<file path="config.mk">
export PLATFORM = sky130hd
export DESIGN_NAME = rlc_classify
export DESIGN_NICKNAME = d
export VERILOG_FILES = /design/src/shared/rlc_pkg.sv /design/src/logic/rlc_classify.sv
export SDC_FILE = /design/constraint.sdc
export NUM_CORES = 1
export LEC_CHECK = 0
export ABC_CLOCK_PERIOD_IN_PS = 2600
export BUFFER_PORTS_ARGS = -buffer_cell sky130_fd_sc_hd__buf_2
export CAP_MARGIN = 5
export CORE_AREA = 2 2 69 71
export DETAILED_ROUTE_END_ITERATION = 12
export DIE_AREA = 0 0 71 73
export PLACE_DENSITY = 0.77
export SLEW_MARGIN = 0
export SYNTH_ARGS = -nofsm -noshare
export SYNTH_HDL_FRONTEND = slang
export SYNTH_SLANG_ARGS = --single-unit
</file>
<file path="constraint.sdc">
create_clock -name vclk -period 2.6
set_clock_uncertainty 0.2 [all_clocks]
set_input_delay 0.39 -clock vclk [all_inputs]
set_output_delay 0.39 -clock vclk [all_outputs]
set_load 0.005 [all_outputs]
</file>
<file path="src/shared/rlc_pkg.sv">
// Purpose: Shared constants and types for the logical-layer error checker.
// Assumes: Register offsets are byte addresses on a 32-bit APB.
// Notes:   Every offset, bit position, reset value and code is named here once.

// =====================================================================
// Package
// =====================================================================
package rlc_pkg;

   // Register byte offsets.
   localparam logic [11:0] RLC_OFS_PW_CTL    = 12'h000;
   localparam logic [11:0] RLC_OFS_ERR_DET   = 12'h008;
   localparam logic [11:0] RLC_OFS_ERR_EN    = 12'h00C;
   localparam logic [11:0] RLC_OFS_CAP_HADDR = 12'h010;
   localparam logic [11:0] RLC_OFS_CAP_ADDR  = 12'h014;
   localparam logic [11:0] RLC_OFS_CAP_DEVID = 12'h018;
   localparam logic [11:0] RLC_OFS_CAP_CTRL  = 12'h01C;
   localparam logic [11:0] RLC_OFS_PW_TGT    = 12'h028;

   // Error-detect bit positions.
   localparam int RLC_BIT_ERR_STATUS = 31;
   localparam int RLC_BIT_MSG_SIZE   = 28;
   localparam int RLC_BIT_FORMAT     = 27;
   localparam int RLC_BIT_TIMEOUT    = 24;
   localparam int RLC_BIT_UNSOL      = 23;
   localparam int RLC_BIT_UNSUP      = 22;

   // Port-write control field position.
   localparam int RLC_BIT_PW_EN = 0;

   // Reset values.
   localparam logic [31:0] RLC_RST_ERR_DET = 32'h0000_0000;
   localparam logic [31:0] RLC_RST_ERR_EN  = 32'h0000_0000;
   localparam logic [31:0] RLC_RST_PW_TGT  = 32'h0000_0000;
   localparam logic [31:0] RLC_RST_CAP     = 32'h0000_0000;
   localparam logic        RLC_RST_PW_EN   = 1'b0;

   // Completion codes reported to the direct-I/O initiator.
   localparam logic [2:0] RLC_CC_TIMEOUT = 3'h1;
   localparam logic [2:0] RLC_CC_ERROR   = 3'h3;

   // Payload sizing: bytes field width and double-word alignment mask.
   localparam int         RLC_PAY_W   = 9;
   localparam logic [2:0] RLC_DW_MASK = 3'h7;

   typedef enum logic [1:0] {
      RLC_KIND_REQ,
      RLC_KIND_RESP,
      RLC_KIND_MSG
   } rlc_kind_t;

   typedef enum logic [2:0] {
      RLC_OP_READ,
      RLC_OP_NWRITE,
      RLC_OP_NWRITE_R,
      RLC_OP_SWRITE,
      RLC_OP_TAS,
      RLC_OP_OTHER
   } rlc_op_t;

   // Inbound packet descriptor; for a response, op is that of the matched request.
   typedef struct packed {
      rlc_kind_t              kind;
      rlc_op_t                op;
      logic [3:0]             ftype;
      logic [3:0]             ttype;
      logic [31:0]            haddr;
      logic [28:0]            addr;
      logic [15:0]            src_id;
      logic [15:0]            dst_id;
      logic [RLC_PAY_W-1:0]   size_bytes;
      logic [RLC_PAY_W-1:0]   pay_bytes;
      logic                   status_err;
      logic                   rsvd_enc;
      logic                   unsupported;
      logic                   solicited;
      logic                   tt_ok;
      logic                   id_match;
      logic                   ftype_ok;
      logic                   unit_en;
      logic                   queue_busy;
      logic [3:0]             msgseg;
      logic [3:0]             msglen;
   } rlc_pkt_t;

   typedef struct packed {
      logic accept;
      logic discard;
      logic err_resp;
      logic retry;
   } rlc_verdict_t;

endpackage

</file>
<file path="src/logic/rlc_classify.sv">
// Purpose: Combinational screening of one inbound packet descriptor.
// Assumes: Descriptor fields are valid whenever pkt_valid is high.
// Notes:   Only the first matching fault is reported for a packet.

`timescale 1ns/1ns

// =====================================================================
// Classifier
// =====================================================================
module rlc_classify (
   input  wire logic                  pkt_valid,
   input  wire rlc_pkg::rlc_pkt_t     pkt,
   output logic [31:0]                err_vec,
   output logic                       pw_req,
   output logic                       cc_req,
   output logic                       silent,
   output rlc_pkg::rlc_verdict_t      verdict
);
   import rlc_pkg::*;

   logic admit_w;
   logic odd_pay_w;
   logic wr_op_w;
   logic posted_w;

   // Packets failing transport checks never reach the logger.
   assign admit_w   = pkt.tt_ok && pkt.id_match && pkt.ftype_ok && pkt.unit_en;
   assign odd_pay_w = (pkt.pay_bytes[2:0] & RLC_DW_MASK) != 3'h0;
   assign wr_op_w   = (pkt.op == RLC_OP_NWRITE) || (pkt.op == RLC_OP_NWRITE_R)
                      || (pkt.op == RLC_OP_SWRITE);
   assign posted_w  = (pkt.op == RLC_OP_NWRITE) || (pkt.op == RLC_OP_SWRITE);
   assign silent    = pkt_valid && !admit_w;

   // Priority decision per packet class.
   always_comb begin
      err_vec = 32'h0000_0000;
      pw_req  = 1'b0;
      cc_req  = 1'b0;
      verdict = '{accept: 1'b0, discard: 1'b0, err_resp: 1'b0, retry: 1'b0};
      if (pkt_valid && !admit_w) begin
         verdict.discard = 1'b1;
      end else if (pkt_valid) begin
         unique case (pkt.kind)
            RLC_KIND_REQ: begin
               // Address is always double-word aligned, so no alignment check.
               if (pkt.unsupported) begin
                  err_vec[RLC_BIT_UNSUP] = 1'b1;
               end else if (wr_op_w && odd_pay_w) begin
                  err_vec[RLC_BIT_FORMAT] = 1'b1;
               end
               if (err_vec != 32'h0000_0000) begin
                  pw_req           = 1'b1;
                  verdict.discard  = 1'b1;
                  verdict.err_resp = !posted_w;
               end else begin
                  verdict.accept = 1'b1;
               end
            end
            RLC_KIND_RESP: begin
               pw_req = 1'b1;
               if (!pkt.solicited) begin
                  err_vec[RLC_BIT_UNSOL] = 1'b1;
               end else if (pkt.status_err && pkt.pay_bytes != '0) begin
                  err_vec[RLC_BIT_FORMAT] = 1'b1;
                  pw_req = 1'b0;
                  cc_req = 1'b1;
               end else if (pkt.status_err) begin
                  err_vec[RLC_BIT_ERR_STATUS] = 1'b1;
                  cc_req = 1'b1;
               end else if (pkt.rsvd_enc) begin
                  err_vec[RLC_BIT_FORMAT] = 1'b1;
                  pw_req = 1'b0;
                  cc_req = 1'b1;
               end else if (pkt.op == RLC_OP_READ
                            && (pkt.pay_bytes == '0 || pkt.pay_bytes != pkt.size_bytes)) begin
                  err_vec[RLC_BIT_FORMAT] = 1'b1;
                  cc_req = 1'b1;
               end else if (pkt.op == RLC_OP_READ && odd_pay_w) begin
                  err_vec[RLC_BIT_FORMAT] = 1'b1;
                  pw_req = 1'b0;
               end else if (pkt.op != RLC_OP_READ && pkt.op != RLC_OP_TAS
                            && pkt.pay_bytes != '0) begin
                  // Own write requests never overrun their size, so no size check.
                  err_vec[RLC_BIT_FORMAT] = 1'b1;
                  cc_req = 1'b1;
               end
               if (err_vec != 32'h0000_0000) begin
                  verdict.discard = 1'b1;
               end else begin
                  pw_req = 1'b0;
                  verdict.accept = 1'b1;
               end
            end
            RLC_KIND_MSG: begin
               // Segments past sixteen open the next message, so no count check.
               if (pkt.queue_busy) begin
                  verdict.retry = 1'b1;
               end else if (pkt.pay_bytes == '0) begin
                  err_vec[RLC_BIT_MSG_SIZE] = 1'b1;
               end else if (odd_pay_w) begin
                  err_vec[RLC_BIT_MSG_SIZE] = 1'b1;
               end else if (pkt.msgseg > pkt.msglen) begin
                  err_vec[RLC_BIT_FORMAT] = 1'b1;
               end
               if (err_vec != 32'h0000_0000) begin
                  pw_req           = 1'b1;
                  verdict.discard  = 1'b1;
                  verdict.err_resp = 1'b1;
               end else if (!pkt.queue_busy) begin
                  verdict.accept = 1'b1;
               end
            end
            default: begin
               verdict.discard = 1'b1;
            end
         endcase
      end
   end

endmodule // rlc_classify

</file>
==> flow_summary.yaml <==
synth:
  yosysSeqAreaShare_pct: 0
  ys_warn_count: 0
  syn_avg_cell_area_um2: 6.87
  synthesis.area_um2: 769
  synthCells: 112
  synth_cell_types: 35
setup_path:
  cp-start-kind: "input port"
  end_kind: "output port"
  critPathMaxFanout: 4
  critical_path_arrival_ps: 1890
  critical_path_class: "input port to output port"
  cp.required_ps: 2010
route:
  drt-initial-drc-count: 17
  dr.pass1.iters: 4
  vias: 880
  wl_per_cell_um: 10.0
  ant_nets: 0
  finalWirelength_um: 2230
  vias_per_cell: 3.96
  drcViolationCount: 0
power:
  p_leak_nw: 0.555
  ir_worst_vdd_mv: 0.0393
  power-per-cell-area_mw_per_mm2: 114
  fin_total_pwr_mw: 0.119
final_layout:
  antenna_cells: 0
  nClkBuffers: 0
  layout.nets: 316
  syn_to_final_growth_pct: 35.4
  final_common_cell: "buf_2"
  layout-drive-gt1-share_pct: 39.9
  ff_latch_area_um2: 0
  layout_common_cells: "53 x buf_2, 27 x conb_1, 9 x xnor2_1"
  seq_cell_count: 0
timing:
  hold_ws_ps: 879
  setup_viol: 0
  fmax_ghz: 0.404
  report.final.slew_viol_count: 0
  fin_tns_setup_ps: 0
  hold_viol: 0
  fin_crit_ps: 2480
  period_share_pct: 95.3
  rsz0062_at_grt: "no"
place:
  hpwl_um: 2070
  portBuffers: 53
  place_congestion: 0.894
grt:
  grt_usage_pct: 7.97
  grt_pass1_wl_um: 3460
  antenna_found_initial: 0
  grt_start_max_net_pins: 9
  grt-ovfl-total: 0
  grt_pass1_vias: 774
die:
  core_area_mm2: 0.00454
  start_util_pct: 17.0
  die_x_um: 71
  die_area_mm2: 0.00518
  num_rows: 25
  die_y_um: 73
  ios: 181
status:
  status: "complete, no violations"
cts:
  cts_hold_buf: 0
min_path:
  hold_class: "input port to output port"
job:
  max_cap_viol_count: 0
## kinds of logic (layout without fill, tap and decap cells)
| group | after synthesis | count (layout) | share of synthesized area (%) |
|---|---|---|---|
| AO/OA/AOI/OAI | 22 | 22 | 20.2 |
| buffers and inverters | 35 | 65 | 30.2 |
| XOR/XNOR | 9 | 9 | 10.2 |
| adder cells (fa/ha/maj) | 4 | 4 | 6.50 |
| other | 1 | 27 | 0.487 |
| AND/OR/NAND/NOR | 41 | 41 | 32.4 |
## critical path, stage by stage
cell and delay, ps:
buf_2 120, nor3_4 210, a21bo_1 270, nor4_2 310
o21ai_2 130, o221ai_2 190, and2b_1 140, buf_2 110
## repair_timing
item / 4_1_cts / 5_1_grt
setup buffers: 0 / 1
resized for setup: 0 / 3
setup endpoints to repair: 0 / 3
## cells in the mapped netlist
library cell / n / area share [%]
buf_4: 27 / 26
xnor2_1: 9 / 10
inv_1: 8 / 3.9
nand2_1: 7 / 3.4
nor2_1: 7 / 3.4
a21oi_1: 6 / 3.9
nor3_1: 5 / 3.3
ha_1: 4 / 6.5
nand4_1: 4 / 3.3
a21o_1: 3 / 2.9
nand2b_1: 3 / 2.4
nand3_1: 3 / 2.0
nor2b_1: 2 / 1.6
o21ai_0: 2 / 1.3
o21ai_1: 2 / 1.3
a211oi_1: 1 / 0.98
a21bo_1: 1 / 1.3
a21boi_0: 1 / 0.98
a32oi_1: 1 / 1.1
a41oi_1: 1 / 1.1
and2_1: 1 / 0.81
and2b_1: 1 / 0.98
and3_1: 1 / 0.81
and3_2: 1 / 0.98
and4_1: 1 / 1.1
conb_1: 1 / 0.49
nor3_4: 1 / 2.1
nor3b_1: 1 / 0.98
nor4_2: 1 / 1.6
nor4_4: 1 / 2.8
o211ai_1: 1 / 0.98
o21ai_2: 1 / 1.1
o221ai_2: 1 / 2.0
o41ai_1: 1 / 1.1
or2_2: 1 / 0.81
## metal layers
| metal | GRT usage (%) | vias up | share of wire [%] |
|---|---|---|---|
| li1 | - | 448 | - |
| met1 | 10.7 | 383 | 43 |
| met2 | 14.0 | 49 | 48 |
| met3 | 1.66 | 0 | 8.6 |
| met4 | 0 | 0 | 0 |
| met5 | 0 | - | 0 |
## worst paths after layout
kind	startpoint	endpoint	cells after the start
setup / recovery	pkt[19]	verdict[3]	8
hold / removal	pkt[13]	err_vec[23]	3
## through the flow
| step | cell area, um2 | utilization (%) | setup slack, ps | instances |
|---|---|---|---|---|
| finish | 1040 | 23.0 | 123 | 222 |
| floorplan | 867 | - | 444 | 138 |
| CTS | 1020 | 22.5 | 27.3 | 221 |
| detailed placement | 1020 | 22.5 | 40.2 | 221 |
| global placement | 1020 | 22.5 | 62.5 | 221 |
| global route | 1040 | 23.0 | 7.76 | 222 |
## power by group
group,total (mW),switching [mW],internal (mW)
sequential,0,0,0
combinational,0.119,0.0629,0.0557
clock,0,0,0
## layout make-up
type | count | area (um2)
Fill cell | 516 | 3490
Multi-Input combinational cell | 103 | 649
Timing Repair Buffer | 57 | 295
Tap cell | 54 | 67.6
Inverter | 8 | 30.0
(Power assumes the default switching activity.)
